$ cat src/rtl/ladder_reference_map.svh
// register offsets, field positions, reset values and ladder constants
`ifndef LADDER_REFERENCE_MAP_SVH
`define LADDER_REFERENCE_MAP_SVH

// ****************************************************************
// register byte addresses
// ****************************************************************
`define LRC_CTRL_ADDR 32'h0000_0000
`define LRC_STATUS_ADDR 32'h0000_0004

// ****************************************************************
// control register fields
// ****************************************************************
`define LRC_CTRL_RESET 8'h00
`define LRC_POWER_BIT 7
`define LRC_PIN_DRIVE_BIT 6
`define LRC_LOW_RANGE_BIT 5
`define LRC_EXT_SOURCE_BIT 4
`define LRC_TAP_MSB 3
`define LRC_TAP_LSB 0
`define LRC_CTRL_MSB 7
`define LRC_CTRL_LANE 0

// ****************************************************************
// status register fields
// ****************************************************************
`define LRC_ST_LEVEL_MSB 6
`define LRC_ST_LEVEL_LSB 0
`define LRC_ST_POWERED_BIT 8
`define LRC_ST_CONNECT_BIT 9
`define LRC_ST_DIGITAL_OE_BIT 10
`define LRC_STATUS_RESET 32'h0000_0000

// ****************************************************************
// ladder level in 1/96 of the source span
// ****************************************************************
`define LRC_HIGH_BASE 7'h18
`define LRC_LOW_STEP 7'h04
`define LRC_HIGH_STEP 7'h03
`define LRC_LEVEL_RESET 7'h18

// ****************************************************************
// bus answers
// ****************************************************************
`define LRC_RESP_OKAY 2'b00
`define LRC_RESP_SLVERR 2'b10
`define LRC_DATA_RESET 32'h0000_0000

`endif

$ cat src/rtl/ladder_reference_pkg.sv
// types shared by the ladder reference control block
package ladder_reference_pkg;

	// ****************************************************************
	// ladder settings, laid out as the control byte (msb first)
	// ****************************************************************
	typedef struct packed {
		logic ladder_power_enable;
		logic reference_pin_drive_enable;
		logic low_range_select;
		logic external_source_select;
		logic [3:0] tap_code;
	} ladder_settings_t;

	// shared pin pad control
	typedef struct packed {
		logic analog_connect;
		logic digital_oe;
	} pin_ctrl_t;

	// ****************************************************************
	// bus channel states
	// ****************************************************************
	typedef enum logic [1:0] {
		WR_IDLE = 2'b01,
		WR_RESP = 2'b10
	} wr_state_t;

	typedef enum logic [1:0] {
		RD_IDLE = 2'b01,
		RD_DATA = 2'b10
	} rd_state_t;

endpackage

$ cat src/rtl/ladder_reference_control.sv
// axi4-lite register slave and control for the resistor ladder reference
`timescale 1ns/10ps
`include "ladder_reference_map.svh"

// Summary of operation
// [RULE1] power enable bit 7 powers the ladder on when 1, down when 0
// [RULE2] bit 6 routes the ladder level onto the shared pin, else disconnects
// [RULE3] while bit 6 is set the pin direction bit is ignored
// [RULE4] bit 5 high selects low range: level is tap/24 of the span
// [RULE5] bit 5 low selects high range: level is span/4 plus tap/32
// [RULE6] bit 4 picks external reference inputs when 1, supply rails when 0
// [RULE7] bits 3..0 hold the unsigned tap code, sixteen levels per range
// [RULE8] all control bits are read-write and clear on reset
// [RULE9] waking from sleep leaves the control register untouched
// [RULE10] software should clear power enable before sleep to save current
// [RULE11] the ladder runs regardless of comparator configuration
// [RULE12] software should wait for settling after changing the level
// [RULE13] ladder outputs update the cycle after the control register is written
module ladder_reference_control #(
	parameter int ADDR_WIDTH = 12
) (
	// clock and reset
	input wire logic aclk,
	input wire logic aresetn,
	// write address channel
	input wire logic [ADDR_WIDTH-1:0] s_axi_awaddr,
	input wire logic [2:0] s_axi_awprot,
	input wire logic s_axi_awvalid,
	output logic s_axi_awready,
	// write data channel
	input wire logic [31:0] s_axi_wdata,
	input wire logic [3:0] s_axi_wstrb,
	input wire logic s_axi_wvalid,
	output logic s_axi_wready,
	// write response channel
	output logic [1:0] s_axi_bresp,
	output logic s_axi_bvalid,
	input wire logic s_axi_bready,
	// read address channel
	input wire logic [ADDR_WIDTH-1:0] s_axi_araddr,
	input wire logic [2:0] s_axi_arprot,
	input wire logic s_axi_arvalid,
	output logic s_axi_arready,
	// read data channel
	output logic [31:0] s_axi_rdata,
	output logic [1:0] s_axi_rresp,
	output logic s_axi_rvalid,
	input wire logic s_axi_rready,
	// port a direction for the shared pin (1 = input)
	input wire logic port_a_direction_bit2,
	// to the analog ladder and pad
	output ladder_reference_pkg::ladder_settings_t ladder_settings,
	output logic [6:0] ladder_level,
	output ladder_reference_pkg::pin_ctrl_t pin_ctrl
);
	import ladder_reference_pkg::*;

	// ****************************************************************
	// elaboration check
	// ****************************************************************
	// both registers must fit the address space
	if (ADDR_WIDTH < 3 || ADDR_WIDTH > 32) begin : g_bad_width
		$error("ladder_reference_control: ADDR_WIDTH must be 3 to 32");
	end

	// ****************************************************************
	// address decode
	// ****************************************************************
	// returns {status hit, control hit}; shared by both channels
	function automatic logic [1:0] decode(input logic [ADDR_WIDTH-1:0] addr);
		decode = {addr == ADDR_WIDTH'(`LRC_STATUS_ADDR), addr == ADDR_WIDTH'(`LRC_CTRL_ADDR)};
	endfunction

	// ****************************************************************
	// state
	// ****************************************************************
	wr_state_t wr_state_ff;
	wr_state_t nxt_wr_state;
	rd_state_t rd_state_ff;
	rd_state_t nxt_rd_state;
	logic aw_held_ff;
	logic w_held_ff;
	logic [ADDR_WIDTH-1:0] awaddr_ff;
	logic [31:0] wdata_ff;
	logic [3:0] wstrb_ff;
	logic [1:0] bresp_ff;
	logic [31:0] rdata_ff;
	logic [1:0] rresp_ff;
	logic [7:0] ctrl_ff;
	logic [7:0] nxt_ctrl;
	logic [31:0] status_word;

	// ****************************************************************
	// write channel decode
	// ****************************************************************
	// address and data are taken in either order and held until paired
	wire wr_idle = (wr_state_ff == WR_IDLE);
	assign s_axi_awready = wr_idle && !aw_held_ff;
	assign s_axi_wready = wr_idle && !w_held_ff;
	wire aw_fire = s_axi_awvalid && s_axi_awready;
	wire w_fire = s_axi_wvalid && s_axi_wready;
	wire have_aw = aw_held_ff || aw_fire;
	wire have_w = w_held_ff || w_fire;
	wire wr_commit = wr_idle && have_aw && have_w;
	wire [ADDR_WIDTH-1:0] wr_addr = aw_held_ff ? awaddr_ff : s_axi_awaddr;
	wire [31:0] wr_data = w_held_ff ? wdata_ff : s_axi_wdata;
	wire [3:0] wr_strb = w_held_ff ? wstrb_ff : s_axi_wstrb;
	wire [1:0] wr_hit = decode(wr_addr);
	wire ctrl_write = wr_commit && wr_hit[0] && wr_strb[`LRC_CTRL_LANE];
	// status is read only: a write there is answered okay and dropped
	wire [1:0] wr_resp = (wr_hit != 2'b00) ? `LRC_RESP_OKAY : `LRC_RESP_SLVERR;
	assign s_axi_bvalid = (wr_state_ff == WR_RESP);
	assign s_axi_bresp = bresp_ff;

	// only a bus write changes the byte; sleep and wake have no path in [RULE9]
	assign nxt_ctrl = ctrl_write ? wr_data[`LRC_CTRL_MSB:0] : ctrl_ff; // [RULE8]

	// write state: one write outstanding, response held until bready
	always_comb begin
		nxt_wr_state = wr_state_ff;
		case (wr_state_ff)
			WR_IDLE: begin
				if (wr_commit) begin
					nxt_wr_state = WR_RESP;
				end
			end
			WR_RESP: begin
				if (s_axi_bready) begin
					nxt_wr_state = WR_IDLE;
				end
			end
			default: begin
				nxt_wr_state = WR_IDLE;
			end
		endcase
	end

	// write channel registers
	always_ff @(posedge aclk) begin
		if (!aresetn) begin
			wr_state_ff <= WR_IDLE;
			aw_held_ff <= 1'b0;
			w_held_ff <= 1'b0;
			awaddr_ff <= '0;
			wdata_ff <= `LRC_DATA_RESET;
			wstrb_ff <= '0;
			bresp_ff <= `LRC_RESP_OKAY;
		end else begin
			wr_state_ff <= nxt_wr_state;
			aw_held_ff <= !wr_commit && have_aw;
			w_held_ff <= !wr_commit && have_w;
			if (aw_fire) begin
				awaddr_ff <= s_axi_awaddr;
			end
			if (w_fire) begin
				wdata_ff <= s_axi_wdata;
				wstrb_ff <= s_axi_wstrb;
			end
			if (wr_commit) begin
				bresp_ff <= wr_resp;
			end
		end
	end

	// control register, cleared by reset
	always_ff @(posedge aclk) begin
		if (!aresetn) begin
			ctrl_ff <= `LRC_CTRL_RESET; // [RULE8]
		end else begin
			ctrl_ff <= nxt_ctrl;
		end
	end

	// ****************************************************************
	// read channel
	// ****************************************************************
	// status shows what the ladder is really being fed, not the byte
	always_comb begin
		status_word = `LRC_STATUS_RESET;
		status_word[`LRC_ST_LEVEL_MSB:`LRC_ST_LEVEL_LSB] = ladder_level;
		status_word[`LRC_ST_POWERED_BIT] = ladder_settings.ladder_power_enable;
		status_word[`LRC_ST_CONNECT_BIT] = pin_ctrl.analog_connect;
		status_word[`LRC_ST_DIGITAL_OE_BIT] = pin_ctrl.digital_oe;
	end

	assign s_axi_arready = (rd_state_ff == RD_IDLE);
	wire ar_fire = s_axi_arvalid && s_axi_arready;
	wire [1:0] rd_hit = decode(s_axi_araddr);
	wire [31:0] rd_word = rd_hit[0] ? {24'h00_0000, ctrl_ff} :
		(rd_hit[1] ? status_word : `LRC_DATA_RESET);
	wire [1:0] rd_resp = (rd_hit != 2'b00) ? `LRC_RESP_OKAY : `LRC_RESP_SLVERR;
	assign s_axi_rvalid = (rd_state_ff == RD_DATA);
	assign s_axi_rdata = rdata_ff;
	assign s_axi_rresp = rresp_ff;

	// read state: one read outstanding, data held until rready
	always_comb begin
		nxt_rd_state = rd_state_ff;
		case (rd_state_ff)
			RD_IDLE: begin
				if (ar_fire) begin
					nxt_rd_state = RD_DATA;
				end
			end
			RD_DATA: begin
				if (s_axi_rready) begin
					nxt_rd_state = RD_IDLE;
				end
			end
			default: begin
				nxt_rd_state = RD_IDLE;
			end
		endcase
	end

	// read channel registers
	always_ff @(posedge aclk) begin
		if (!aresetn) begin
			rd_state_ff <= RD_IDLE;
			rdata_ff <= `LRC_DATA_RESET;
			rresp_ff <= `LRC_RESP_OKAY;
		end else begin
			rd_state_ff <= nxt_rd_state;
			if (ar_fire) begin
				rdata_ff <= rd_word;
				rresp_ff <= rd_resp;
			end
		end
	end

	// ****************************************************************
	// analog side
	// ****************************************************************
	// outputs lag the control byte by one edge [RULE13]
	ladder_output_stage u_output_stage (
		.aclk(aclk),
		.aresetn(aresetn),
		.ctrl_value(ctrl_ff),
		.port_a_direction_bit2(port_a_direction_bit2),
		.ladder_settings_ff(ladder_settings),
		.ladder_level_ff(ladder_level),
		.pin_ctrl_ff(pin_ctrl)
	);

	// ****************************************************************
	// checks
	// ****************************************************************
	chk_ctrl_reset_zero: assert property (@(posedge aclk) disable iff (1'b0) // [RULE8]
		!aresetn |=> ctrl_ff == `LRC_CTRL_RESET)
		else $error("control byte not cleared by reset");

	chk_reset_outputs: assert property (@(posedge aclk) disable iff (1'b0) // [RULE8]
		!aresetn ##1 !aresetn |=> ladder_settings == ladder_settings_t'(`LRC_CTRL_RESET))
		else $error("ladder settings not cleared by reset");

	chk_write_stores: assert property (@(posedge aclk) disable iff (!aresetn) // [RULE8]
		ctrl_write |=> ctrl_ff == $past(wr_data[`LRC_CTRL_MSB:0]))
		else $error("control write not stored");

	chk_ctrl_holds: assert property (@(posedge aclk) disable iff (!aresetn) // [RULE9]
		!ctrl_write |=> $stable(ctrl_ff))
		else $error("control byte changed without a write");

	chk_outputs_follow: assert property (@(posedge aclk) disable iff (!aresetn) // [RULE13]
		ctrl_write ##1 !ctrl_write |=> ladder_settings == ladder_settings_t'($past(ctrl_ff)))
		else $error("ladder settings did not follow the write");

	chk_power_on: assert property (@(posedge aclk) disable iff (!aresetn) // [RULE1]
		ctrl_write && wr_data[`LRC_POWER_BIT] ##1 !ctrl_write
		|=> ladder_settings.ladder_power_enable)
		else $error("ladder not powered after enable write");

	chk_power_off: assert property (@(posedge aclk) disable iff (!aresetn) // [RULE1]
		ctrl_write && !wr_data[`LRC_POWER_BIT] ##1 !ctrl_write
		|=> !ladder_settings.ladder_power_enable)
		else $error("ladder still powered after disable write");

	chk_level_low: assert property (@(posedge aclk) disable iff (!aresetn) // [RULE4]
		ladder_settings.low_range_select
		|-> ladder_level == 7'({3'h0, ladder_settings.tap_code} * `LRC_LOW_STEP))
		else $error("low range level wrong");

	chk_level_high: assert property (@(posedge aclk) disable iff (!aresetn) // [RULE5]
		!ladder_settings.low_range_select |-> ladder_level
		== 7'(`LRC_HIGH_BASE + {3'h0, ladder_settings.tap_code} * `LRC_HIGH_STEP))
		else $error("high range level wrong");

	chk_source_select: assert property (@(posedge aclk) disable iff (!aresetn) // [RULE6]
		$changed(ladder_settings.external_source_select)
		|-> ladder_settings.external_source_select == $past(ctrl_ff[`LRC_EXT_SOURCE_BIT]))
		else $error("source select changed without the control bit");

	chk_tap_code: assert property (@(posedge aclk) disable iff (!aresetn) // [RULE7]
		ladder_settings.tap_code == $past(ctrl_ff[`LRC_TAP_MSB:`LRC_TAP_LSB]))
		else $error("tap code does not match the control byte");

	chk_bresp_follows: assert property (@(posedge aclk) disable iff (!aresetn)
		wr_commit |=> s_axi_bvalid && s_axi_bresp == $past(wr_resp))
		else $error("write response missing after commit");

	chk_unmapped_read: assert property (@(posedge aclk) disable iff (!aresetn)
		ar_fire && rd_hit == 2'b00 |=> s_axi_rvalid && s_axi_rresp == `LRC_RESP_SLVERR)
		else $error("unmapped read not answered with slverr");

	cov_ctrl_write: cover property (@(posedge aclk) disable iff (!aresetn) ctrl_write);

	cov_low_range_on: cover property (@(posedge aclk) disable iff (!aresetn)
		ladder_settings.ladder_power_enable && ladder_settings.low_range_select);

	cov_pin_override: cover property (@(posedge aclk) disable iff (!aresetn)
		pin_ctrl.analog_connect && !port_a_direction_bit2);

	cov_status_read: cover property (@(posedge aclk) disable iff (!aresetn)
		ar_fire && rd_hit[1]);

endmodule

$ cat src/rtl/ladder_output_stage.sv
// registered settings, level code and pin control handed to the analog ladder
`timescale 1ns/10ps
`include "ladder_reference_map.svh"

module ladder_output_stage (
	// clock and reset
	input wire logic aclk,
	input wire logic aresetn,
	// control byte and port direction
	input wire logic [7:0] ctrl_value,
	input wire logic port_a_direction_bit2,
	// to the analog ladder and pad
	output ladder_reference_pkg::ladder_settings_t ladder_settings_ff,
	output logic [6:0] ladder_level_ff,
	output ladder_reference_pkg::pin_ctrl_t pin_ctrl_ff
);
	import ladder_reference_pkg::*;

	// ****************************************************************
	// level decode
	// ****************************************************************
	// level in 1/96 of span: low range tap/24, high range 1/4 + tap/32
	function automatic logic [6:0] level_of(input logic low, input logic [3:0] tap);
		logic [6:0] wide_tap;
		wide_tap = {3'h0, tap};
		if (low) begin
			level_of = 7'(wide_tap * `LRC_LOW_STEP); // [RULE4]
		end else begin
			level_of = 7'(`LRC_HIGH_BASE + wide_tap * `LRC_HIGH_STEP); // [RULE5]
		end
	endfunction

	ladder_settings_t nxt_settings;
	pin_ctrl_t nxt_pin;
	logic [6:0] nxt_level;

	// field split; comparator state never enters, so the ladder runs alone [RULE11]
	assign nxt_settings.ladder_power_enable = ctrl_value[`LRC_POWER_BIT]; // [RULE1]
	assign nxt_settings.reference_pin_drive_enable = ctrl_value[`LRC_PIN_DRIVE_BIT]; // [RULE2]
	assign nxt_settings.low_range_select = ctrl_value[`LRC_LOW_RANGE_BIT];
	assign nxt_settings.external_source_select = ctrl_value[`LRC_EXT_SOURCE_BIT]; // [RULE6]
	assign nxt_settings.tap_code = ctrl_value[`LRC_TAP_MSB:`LRC_TAP_LSB]; // [RULE7]
	assign nxt_level = level_of(nxt_settings.low_range_select, nxt_settings.tap_code);

	// pin drive wins over the direction bit (1 = input)
	assign nxt_pin.analog_connect = nxt_settings.reference_pin_drive_enable; // [RULE2]
	assign nxt_pin.digital_oe = !nxt_settings.reference_pin_drive_enable
		&& !port_a_direction_bit2; // [RULE3]

	// ****************************************************************
	// output registers
	// ****************************************************************
	// one stage after the control register, keeps analog inputs glitch free
	always_ff @(posedge aclk) begin
		if (!aresetn) begin
			ladder_settings_ff <= ladder_settings_t'(`LRC_CTRL_RESET);
			ladder_level_ff <= `LRC_LEVEL_RESET;
			pin_ctrl_ff <= '0;
		end else begin
			ladder_settings_ff <= nxt_settings; // [RULE13]
			ladder_level_ff <= nxt_level;
			pin_ctrl_ff <= nxt_pin;
		end
	end

	// ****************************************************************
	// checks
	// ****************************************************************
	chk_pin_override: assert property (@(posedge aclk) disable iff (!aresetn) // [RULE3]
		ladder_settings_ff.reference_pin_drive_enable |-> !pin_ctrl_ff.digital_oe)
		else $error("pin digital drive active while reference drives it");

	chk_pin_route: assert property (@(posedge aclk) disable iff (!aresetn) // [RULE2]
		pin_ctrl_ff.analog_connect == ladder_settings_ff.reference_pin_drive_enable)
		else $error("pin analog switch disagrees with drive enable");

endmodule

$ cat config.mk
export PLATFORM = sky130hd
export DESIGN_NAME = ladder_reference_control
export DESIGN_NICKNAME = d
export VERILOG_FILES = /design/src/rtl/ladder_reference_pkg.sv /design/src/rtl/ladder_reference_control.sv /design/src/rtl/ladder_output_stage.sv
export VERILOG_INCLUDE_DIRS = /design/src /design/src/rtl
export SDC_FILE = /design/constraint.sdc
export NUM_CORES = 1
export LEC_CHECK = 0
export BUFFER_PORTS_ARGS = -buffer_cell sky130_fd_sc_hd__buf_4
export CORE_UTILIZATION = 49
export CTS_BUF_LIST = sky130_fd_sc_hd__clkbuf_2 sky130_fd_sc_hd__clkbuf_4 sky130_fd_sc_hd__clkbuf_8
export DETAILED_ROUTE_END_ITERATION = 16
export PLACE_DENSITY = 0.88
export SLEW_MARGIN = 0
export SYNTH_ARGS = -nofsm -noshare
export SYNTH_HDL_FRONTEND = slang
export SYNTH_HIERARCHICAL = 1
export SYNTH_SLANG_ARGS = --single-unit
$ cat constraint.sdc
create_clock -name aclk -period 2.5 [get_ports aclk]
set_input_delay 0.125 -clock aclk [delete_from_list [all_inputs] [get_ports aclk]]
set_output_delay 0.125 -clock aclk [all_outputs]
set_load 0.02 [all_outputs]
* Word level (Yosys, flattened, before mapping) *
Index checks and enable logic that the tools add are counted.

storage, ports and cells
  flip-flop bits (word level) = 87
  input port bits = 74
  word-level logic and storage cells = 72

operators by class
  $add $sub $neg = 1
  multipliers = 1
  eq/ne operators = 10
  multiplexer cells = 14
  bitwise gates (word level) = 1
  reductions and logical operators = 26

operator list
  cell                   count
  $eq A12 B3 Y1 const B  2
  $logic_not A12 Y1      2
  $mux W11               2
  $logic_and A1 B1 Y1    12
  $mux W12               1
  $mux W2                6
  $mux W8                1
  $ne A2 B1 Y1 const B   4
  $pmux W2 S2            2
  $add A5 B6 Y7 const A  1
  $mul A4 B2 Y6 const B  1
  $mux W6                1
  $logic_not A1 Y1       5
  $eq A2 B1 Y1 const B   2
  $eq A2 B2 Y1 const B   2
  $reduce_and A2 Y1      2
  $reduce_bool A2 Y1     2
  $logic_or A1 B1 Y1     2
  $reduce_or A2 Y1       1
  $mux W1                1
  $not A1 Y1             1

* Logic depth before layout (Yosys ltp) *
Gate-level depths: netlist (run 1).

  depth after elaboration = 8
  gate-level depth with buffers = 7

* Modules after synthesis *
The synthesis (run 1) kept the hierarchy.

by module, submodules not included
  module                    times used  cells each  area an instance (um^2)  seq. area each (um^2)
  ladder_reference_control  1           267         2,304.7                  960.9
  ladder_output_stage       1           56          633.1                    320.3

* Least setup slack after synthesis (run 1) *
No wires, ideal clock.

  path kind = register to register
  from = register aw_held_ff
  to = register ctrl_ff[0]
  library setup time = 0.072 ns
  arrival time = 1.924 ns
  required time = 2.428 ns
  path slack = 0.504 ns
  stages on the path, launching flop included = 7
  buffers on the path = 1
  cells stage by stage = dfxtp_1 -> buf_6 -> or4b_1 -> o22ai_2 -> nand3_2 -> nor4_4 -> mux2i_1

between the ends
  cells in the longest elaborated chain, start to end = 8

RTL lines
  what                                 RTL line                         source
  from (decl)                          ladder_reference_control.sv:81   logic aw_held_ff;
  from (signal assigned)               ladder_reference_control.sv:150  aw_held_ff <= !wr_commit && have_aw;
  $logic_not A1 Y1                     ladder_reference_control.sv:98   assign s_axi_awready = wr_idle && !aw_held_ff;
  $logic_and A1 B1 Y1                  ladder_reference_control.sv:98
  $logic_and A1 B1 Y1                  ladder_reference_control.sv:100  wire aw_fire = s_axi_awvalid && s_axi_awready;
  $logic_or A1 B1 Y1                   ladder_reference_control.sv:102  wire have_aw = aw_held_ff || aw_fire;
  $logic_and A1 B1 Y1 (2 in series)    ladder_reference_control.sv:104  wire wr_commit = wr_idle && have_aw && have_w;
  $logic_and A1 B1 Y1 * (2 in series)  ladder_reference_control.sv:109  wire ctrl_write = wr_commit && wr_hit[0] && wr_strb[`LRC_CTRL_LANE];
  to (signal assigned)                 ladder_reference_control.sv:168  ctrl_ff <= `LRC_CTRL_RESET;
  to (signal assigned)                 ladder_reference_control.sv:170  ctrl_ff <= nxt_ctrl;
  to (decl)                            ladder_reference_control.sv:89   logic [7:0] ctrl_ff;

Every way passes the cells marked *; elsewhere a longest branch is shown, timed or not.
A chain may end at the register's enable or synchronous reset.

* Worst setup path after layout (run 1) *
  from = register ctrl_ff[2]
  to = register u_output_stage.ladder_level_ff[5]

between the ends
  cells in the longest elaborated chain, start to end = 3

RTL lines
  what                     RTL line                   source
  $mul A4 B2 Y6 (no line)  --
  $add A5 B6 Y7 (no line)  --
  $mux W6                  ladder_output_stage.sv:26  if (low) begin
  to (signal assigned)     ladder_output_stage.sv:57  ladder_level_ff <= `LRC_LEVEL_RESET;
  to (signal assigned)     ladder_output_stage.sv:61  ladder_level_ff <= nxt_level;
  to (decl)                ladder_output_stage.sv:14  output logic [6:0] ladder_level_ff,

No other way between the ends.

==> summary.txt, run 1 <==
Yosys
  – Syn avg cell area: slightly above 9 um2
  – Asr flop ratio synth: 0
  – Ys Warns: 6
  – Seq cells post-synth: 64
  – Post-Synthesis Cells: about 320
  – Share of the synthesized area in the top cell type: 0.436
  – Register area share after synthesis: 0.436
  – Leading register cell type out of synthesis: dfxtp_1
  – Post-synth EDFFs: 0
  – Post-Syn Area: approximately 3000 um2
  – Synth top area cells: dfxtp_1 (44%), nand2_1 (7.9%), mux2i_1 (6.1%), buf_4 (6.1%), a21boi_0 (5.4%)
  – Yosys cell types: 42
  – Cell taking the most area after synthesis: dfxtp_1

Clock tree
  – Cts repair resizes: 0
  – Clock sink count: 64
  – H-Tree Depth: 3
  – Inserted Clock Buffers: 9
  – CTS clk-pin slew, worst paths: roughly 70 ps
  – Clk_lat worst skew: ~330 ps
  – Max Buffers Root-to-Sink: 2
  – Clock root buffer: clkbuf_8
  – CTS tree: done

Floorplanning
  – Core ar.: roughly 5600 um2
  – Initial core utilization: 0.521
  – Die area: 6310 um2
  – FP Rows: 27
  – Die X: between 70 and 80 um
  – Vertical die dimension: ~80 um
  – I/O pin count: about 130

GRT
  – Pin count of the biggest net entering global routing: 69
  – GRT Util Overall: 0.197
  – Initial antenna violation count: 0
  – Total gr overflow: 0
  – Number of global-route vias before repair: roughly 2200
  – First-pass GRT wire length: 9540 um

STA
  – TNS Setup: 0 ps
  – Setup violations, final: 0
  – Fin Clk Skew: ~8.6 ps
  – Final min period: ~2200 ps
  – Final period utilization: 0.864
  – RSZ-0062 raised after global routing: no
  – Worst-margin pin slew: 594 ps
  – Rel. slew slack: 0.603
  – Pins Over Slew Limit: 0
  – Hold Vio Cnt, Final: 0
  – Upper clock frequency limit: roughly 460 MHz

Drt
  – Final wirelength: a little under 6000 um
  – DR vias: 2357
  – Drt initial violations: 75
  – DRT antenna net count: 0
  – 1st-pass router iterations: 6
  – Wire length per cell: ~13 um
  – # DRC: 0
  – Vias per inst: ~5.0

Final layout
  – Most common cell after layout, fill and taps aside: buf_4
  – Fill cells: approximately 470
  – Syn-to-layout area delta: 23.9%
  – Nets: about 480
  – # diodes: 0
  – Layout cells sized above 1: 0.254
  – Commonest non-fill, non-tap cells in the layout: buf_4 (77), dfxtp_1 (64), nand2_1 (62), conb_1 (23), a21boi_0 (21)
  – Design Area, Final: 3640 um2

Min path
  – Worst Hold Path Cells: 3
  – Worst hold path class: primary input to flip-flop

Setup path
  – Worst Setup Path Type: flip-flop to flip-flop
  – Crit path required time: roughly 2700 ps
  – Worst Path Arrival: between 2000 and 2500 ps
  – Startpoint Class: flip-flop
  – Reg2Reg Depth: 6
  – Worst Setup End Kind: flip-flop
  – Worst Path Max Fanout: 8

Status
  – Status: completed

Power
  – Pleak: roughly 1.6 nW
  – Pwr dens: 616 nW/um2
  – VDD IR max: around 380 uV

Placed design
  – Port bufs: between 70 and 80
  – Placed Area: ~3400 um2
  – HPWL Detailed: approximately 4300 um
  – Routability Congestion: 0.799

Run
  – Maxcap violations: 0
-- synth_stat cells (2+ instances only) --
master,count
o211ai_1,9
and2_1,18
nand2_1,62
or4b_1,2
or4_1,2
nor2_1,9
mux2i_1,18
nor2b_1,13
a21boi_0,21
ha_1,5
clkbuf_1,13
nand2b_1,8
a22oi_1,3
o21ai_0,9
nor3b_1,3
nor4_1,4
o21a_1,2
inv_1,8
dfxtp_1,64
buf_4,24
fa_1,2
a21oi_1,3
o211a_1,2
-- logic make-up after synthesis --
logic type / share of synthesized area
AND/OR/NAND/NOR: 0.233
XOR/XNOR: 0.00298
adder cells (fa/ha/maj): 0.0349
buffers and inverters: 0.0950
other: 0.00128
multiplexers: 0.0690
flip-flops: 0.436
AO/OA/AOI/OAI: 0.128
-- path summary, 6_finish.rpt --
kind | start | to | slack (ps)
min | s_axi_awaddr[3] | awaddr_ff[3] | 50
max reg2reg | ctrl_ff[2] | u_output_stage/ladder_level_ff[5] | 340
min reg2reg | wdata_ff[0] | wdata_ff[0] | 460
max | ctrl_ff[2] | u_output_stage/ladder_level_ff[5] | 340
-- registers in the layout (all words and copies together) (netlist names) --
signal / count
w_held_ff: 1
aw_held_ff: 1
u_output_stage/ladder_level_ff: 7
ctrl_ff: 8
wdata_ff: 8
s_axi_rdata: 11
s_axi_bresp: 1
wr_state_ff: 2
u_output_stage/pin_ctrl_ff: 2
rd_state_ff: 2
awaddr_ff: 12
s_axi_rresp: 1
wstrb_ff: 1
u_output_stage/ladder_settings_ff: 7
-- final cells by class --
cell class | instances | area (um2) | area share
Clock buffer | 11 | 145 | 0.0399
Clock inverter | 4 | 45.0 | 0.0124
Inverter | 8 | 30.0 | 0.00825
Multi-Input combinational cell | 233 | 1460 | 0.401
Sequential cell | 64 | 1280 | 0.352
Tap cell | 72 | 90.1 | 0.0248
Timing Repair Buffer | 78 | 588 | 0.162
-- critical path: stages (launching register included) --
cell and delay, ps:
dfxtp_1 480, ha_1 210, inv_1 70, fa_1 430, or3b_1 390, a21oi_2 150, mux2_1 320
-- report_power, final --
group | switching [W] | internal, W | total, W
clock | 0.000365 | 0.000488 | 0.000853
combinational | 0.000179 | 0.000128 | 0.000307
sequential | 0.0000232 | 0.00106 | 0.00108
total | 0.000567 | 0.00168 | 0.00224
-- what timing repair did --
action,4_1_cts,5_1_grt
hold buffers,1,0
hold endpoints to repair,1,0
setup buffers,0,0
-- layer usage --
| layer | vias up | track usage | share of wire |
|---|---|---|---|
| met5 | - | 0 | 0 |
| met2 | 83 | 0.335 | 0.49 |
| met1 | 1097 | 0.228 | 0.44 |
| li1 | 1169 | - | - |
| met4 | 0 | 0.0873 | 0.015 |
| met3 | 8 | 0.0560 | 0.059 |
-- through the flow --
stage | util | instances | total power (W) | setup slack (ps) | hold slack (ps)
after CTS | 0.645 | 470 | 0.00227 | 337 | 41.2
final | 0.645 | 470 | 0.00224 | 339 | 49.3
after global placement | 0.610 | 454 | 0.00140 | 408 | 295
after floorplan | - | 345 | 0.00134 | 504 | 201
after detailed placement | 0.610 | 454 | 0.00141 | 353 | 293
after global routing | 0.645 | 470 | 0.00235 | 214 | 51.4
Power figures use the tool's default switching activity.
==> run 2, diff against run 1 <==
Settings changed: HOLD_SLACK_MARGIN from default to 0.05.
==> summary.txt, run 2 (synthesis gave the netlist of run 1 again) <==
Status
  – Status: completed

Setup path
  – RR Endpoint: ctrl_ff[6]
  – R2r startpoint: aw_held_ff
  – Startpoint Class: flip-flop
  – Reg2Reg Depth: 6 (unchanged)
  – Worst Path Max Fanout: 10 (+2)
  – Crit path required time: 2750 ps (+30 ps)
  – Reg2reg setup slack: 340 ps (about the same)
  – Worst Setup End Kind: flip-flop
  – Worst Path Arrival: 2420 ps (+40 ps)
  – Worst Setup Path Type: flip-flop to flip-flop

Clock tree
  – Clock root buffer: clkbuf_8
  – CTS Hold Buffers Added: 10 (+9)
  – CTS clk-pin slew, worst paths: 80 ps (about the same)
  – Cts repair resizes: 0 (unchanged)
  – Total setup buffers inserted after CTS: 0 (unchanged)
  – Clk_lat worst skew: 340 ps (about the same)
  – Clock sink count: 64 (unchanged)
  – CTS tree: done
  – Inserted Clock Buffers: 9 (unchanged)
  – H-Tree Depth: 3 (unchanged)
  – Max Buffers Root-to-Sink: 2 (unchanged)

Drt
  – Final wirelength: 6050 um (+2.5%)
  – Drt initial violations: 87 (+16%)
  – Wire length per cell: 12.6 um (+0.60%)
  – Vias per inst: 5.04 (+0.58%)
  – # DRC: 0 (unchanged)
  – 1st-pass router iterations: 5 (-1)
  – DRT antenna net count: 0 (unchanged)
  – DR vias: 2416 (+2.5%)

STA
  – Setup ws final: 338 ps (-0.830 ps)
  – Upper clock frequency limit: 463 MHz (about the same)
  – Worst-margin pin slew: 599 ps (+5.31 ps)
  – Pins Over Slew Limit: 0 (unchanged)
  – RSZ-0062 raised after global routing: no
  – TNS Setup: 0 ps (unchanged)
  – Setup violations, final: 0 (unchanged)
  – Rel. slew slack: 0.599 (-0.00356)
  – Hold Vio Cnt, Final: 0 (unchanged)
  – Final min period: 2160 ps (+0.830 ps)
  – Fin Clk Skew: 13.1 ps (+4.45 ps)
  – Final period utilization: 0.865 (about the same)

Final layout
  – # diodes: 0 (unchanged)
  – Commonest non-fill, non-tap cells in the layout: buf_4 (77), dfxtp_1 (64), nand2_1 (62), conb_1 (23), a21boi_0 (21)
  – Design Area, Final: 3730 um2 (+2.5%)
  – Layout cells sized above 1: 0.248 (-0.00561)
  – Nets: 484 (+1.9%)
  – Max reg flops: 12 (unchanged)
  – Fin util: 0.661 (+0.0160)
  – Largest Register: awaddr_ff
  – Syn-to-layout area delta: 27.0%
  – Most common cell after layout, fill and taps aside: buf_4
  – Non-Filler Instances: 479 (+1.9%)

Min path
  – Worst hold path class: primary input to flip-flop
  – Worst hold start: s_axi_awaddr[10]
  – Worst hold endpoint: awaddr_ff[10]
  – Worst Hold Path Cells: 3 (unchanged)

Floorplanning
  – Initial core utilization: 0.521 (unchanged)
  – FP Rows: 27 (unchanged)
  – Die X: 79.4 um (unchanged)
  – Core ar.: 5640 um2 (unchanged)
  – I/O pin count: 132 (unchanged)
  – Vertical die dimension: 79.4 um (unchanged)
  – Die area: 6310 um2 (unchanged)

Placed design
  – HPWL Detailed: 4310 um (unchanged)
  – Port bufs: 75 (unchanged)
  – Dpl cells: 454 (unchanged)
  – Routability Congestion: 0.799 (unchanged)
  – Pre-CTS setup slack: 353 ps (unchanged)
  – Placed Area: 3440 um2 (unchanged)

Power
  – Pwr dens: 606 nW/um2 (-1.7%)
  – VDD IR max: 395 uV (+4.6%)
  – Pleak: 1.61 nW (+2.4%)

GRT
  – Total gr overflow: 0 (unchanged)
  – Number of global-route vias before repair: 2218 (+1.7%)
  – First-pass GRT wire length: 9760 um (+2.2%)
  – Pin count of the biggest net entering global routing: 69 (unchanged)
  – Initial antenna violation count: 0 (unchanged)
  – GRT Util Overall: 0.202 (+0.00463)

Run
  – Maxcap violations: 0 (unchanged)
==> run 2: how the worst max path moves through the flow <==
stage	start	end	slack (ps)	cells after the start
after detailed placement	ctrl_ff[2]	u_output_stage/ladder_level_ff[5]	350	6
after CTS	ctrl_ff[2]	u_output_stage/ladder_level_ff[5]	340	6
after floorplan	aw_held_ff	ctrl_ff[0]	500	6
after global routing	aw_held_ff	ctrl_ff[6]	210	6
final	aw_held_ff	ctrl_ff[6]	340	6
after global placement	ctrl_ff[2]	u_output_stage/ladder_level_ff[5]	410	6
==> run 2: critical path, cell delays in order, from the launching register on <==
cell and delay, ps:
dfxtp_1 520, or4b_1 500, o22ai_2 210, nand3_2 140, nor4_4 280, buf_4 230, mux2i_1 200
==> run 2: metrics by stage <==
stage	power, W	hold slack [ps]
floorplan	0.00134	201
global placement	0.00140	295
detailed placement	0.00141	293
CTS	0.00228	51.0
global route	0.00236	60.9
finish	0.00226	57.8
==> run 2: area by class of cell <==
cell class                 instances  area, um2
clock buffer                      11        145
clock inverter                     4       45.0
fill                             457       1910
inverter                           8       30.0
multi-input combinational        233       1460
sequential                        64       1280
tap                               72       90.1
timing repair buffer              87        678
==> run 2: power by group <==
group / leakage, nW / switching [W] / internal, W
combinational: 0.992 / 0.000182 / 0.000137
sequential: 0.520 / 0.0000233 / 0.00106
clock: 0.102 / 0.000369 / 0.000488
total: 1.61 / 0.000575 / 0.00169
==> run 2: routing by layer <==
| layer | track usage | up-vias | wire, um |
|---|---|---|---|
| met1 | 0.232 | 1126 | 2610 |
| met5 | 0 | - | 0 |
| met2 | 0.347 | 96 | 3000 |
| met4 | 0.0873 | 0 | 85 |
| li1 | - | 1187 | - |
| met3 | 0.0549 | 7 | 354 |
==> run 3, diff against run 2 <==
Settings changed: CTS_BUF_LIST sky130_fd_sc_hd__clkbuf_2 sky130_fd_sc_hd__clkbuf_4 sky130_fd_sc_hd__clkbuf_8 to sky130_fd_sc_hd__clkbuf_4.
==> summary.txt, run 3 (synthesis gave the netlist of run 1 again) <==
GRT
  – Number of global-route vias before repair: 2275 (+2.6%)
  – Initial antenna violation count: 0 (unchanged)
  – GRT Util Overall: 0.209 (+0.00706)
  – Pin count of the biggest net entering global routing: 69 (unchanged)
  – First-pass GRT wire length: 10000 um (+2.9%)
  – Total gr overflow: 0 (unchanged)

Power
  – Pleak: 1.65 nW (+2.1%)
  – VDD IR max: 350 uV (-12%)
  – Pwr dens: 546 nW/um2 (-9.8%)
  – Pwr Total: 0.00208 W (-7.8%)

Final layout
  – Fill cells: 459 (+0.44%)
  – Max reg flops: 12 (unchanged)
  – Largest Register: awaddr_ff
  – Syn-to-layout area delta: 29.8%
  – Most common cell after layout, fill and taps aside: buf_4
  – Design Area, Final: 3810 um2 (+2.2%)
  – Layout cells sized above 1: 0.237 (-0.0112)
  – Commonest non-fill, non-tap cells in the layout: buf_4 (77), dfxtp_1 (64), nand2_1 (62), dlygate4sd3_1 (25), conb_1 (23)
  – # diodes: 0 (unchanged)
  – Nets: 499 (+3.1%)

Floorplanning
  – I/O pin count: 132 (unchanged)
  – Die X: 79.4 um (unchanged)
  – Initial core utilization: 0.521 (unchanged)
  – Die area: 6310 um2 (unchanged)
  – FP Rows: 27 (unchanged)
  – Vertical die dimension: 79.4 um (unchanged)
  – Core ar.: 5640 um2 (unchanged)

Setup path
  – Worst Setup End Kind: flip-flop
  – Crit-path slowest cell: dfxtp_1
  – Worst Setup Path Type: flip-flop to flip-flop
  – Worst Path Arrival: 2500 ps (+80 ps)
  – Worst Path Max Fanout: 10 (unchanged)
  – Crit path largest cell delay: 540 ps (+20 ps)
  – Crit path required time: 2830 ps (+80 ps)
  – CP Cell Sequence: or4b_1 > o22ai_2 > nand3_2 > nor4_4 > buf_4 > mux2i_1
  – Startpoint Class: flip-flop

Placed design
  – Placed Area: 3440 um2 (unchanged)
  – Routability Congestion: 0.799 (unchanged)
  – HPWL Detailed: 4310 um (unchanged)
  – Port bufs: 75 (unchanged)

STA
  – Pins Over Slew Limit: 0 (unchanged)
  – Setup violations, final: 0 (unchanged)
  – Upper clock frequency limit: 460 MHz (-0.48%)
  – Final period utilization: 0.869 (+0.00414)
  – Final min period: 2170 ps (+10.4 ps)
  – RSZ-0062 raised after global routing: no
  – Worst-margin pin slew: 595 ps (-4.45 ps)
  – Fin Clk Skew: 14.5 ps (+1.47 ps)
  – TNS Setup: 0 ps (unchanged)
  – WHS: 131 ps (+72.8 ps)
  – Hold Vio Cnt, Final: 0 (unchanged)
  – Rel. slew slack: 0.602 (+0.00298)

Status
  – Status: completed

Drt
  – 1st-pass router iterations: 6 (+1)
  – Drt initial violations: 108 (+24%)
  – DRT antenna net count: 0 (unchanged)
  – DR vias: 2477 (+2.5%)
  – Wire length per cell: 12.6 um (-0.55%)
  – Final wirelength: 6210 um (+2.6%)
  – # DRC: 0 (unchanged)
  – Vias per inst: 5.01 (-0.59%)

Clock tree
  – Clock sink count: 64 (unchanged)
  – CTS tree: done
  – Inserted Clock Buffers: 9 (unchanged)
  – Clk_lat worst skew: 410 ps (+70 ps)
  – CTS clk-pin slew, worst paths: 110 ps (+30 ps)
  – Clock root buffer: clkbuf_4
  – Total setup buffers inserted after CTS: 0 (unchanged)
  – H-Tree Depth: 3 (unchanged)
  – Max Buffers Root-to-Sink: 2 (unchanged)

Min path
  – Worst hold path class: primary input to flip-flop

Run
  – Maxcap violations: 0 (unchanged)
==> run 3: timing repair <==
action | CTS | global route
hold buffers | 24 | 1
resized for setup | 0 | 0
endpoints found under the hold margin | 27 | 1
==> run 3: final timing paths <==
check / from / end / slack [ps] / depth (start not counted)
max: aw_held_ff / ctrl_ff[0] / 330 / 6
min: s_axi_awvalid / w_held_ff / 130 / 4
max reg2reg: aw_held_ff / ctrl_ff[0] / 330 / 6
min reg2reg: wdata_ff[0] / wdata_ff[0] / 460 / 2
==> run 3: layout make-up <==
class                      instances  area [um2]  area share
clock buffer                      10        75.1      0.0197
clock inverter                     5        48.8      0.0128
inverter                           8        30.0     0.00787
multi-input combinational        233        1460       0.383
sequential                        64        1280       0.336
tap                               72        90.1      0.0236
timing repair buffer             102         828       0.217
==> run 3: per-layer routing <==
layer,GRT usage,part of all wire,routed length [um],up-vias
met1,0.238,0.42,2630,1158
li1,-,-,-,1220
met2,0.348,0.50,3120,87
met4,0.0945,0.023,141,0
met5,0,0,0,-
met3,0.0731,0.051,315,12
==> run 3: where the power goes <==
part / total, W / internal (W) / switching (W)
clock: 0.000661 / 0.000303 / 0.000358
combinational: 0.000340 / 0.000152 / 0.000187
sequential: 0.00108 / 0.00106 / 0.0000235
==> run 3: stage by stage <==
step | setup WS, ps | instances | utilization
after floorplan | 504 | 345 | -
final | 328 | 494 | 0.676
after global placement | 408 | 454 | 0.610
after CTS | 330 | 493 | 0.674
after detailed placement | 353 | 454 | 0.610
after global routing | 211 | 494 | 0.676
==> run 3: critical path: cells and delay by family, from the launching register on <==
family	cells	cell delay, ps
buf+inv	1	230
flops	1	540
compound gates	1	200
simple gates	3	930
mux	1	200
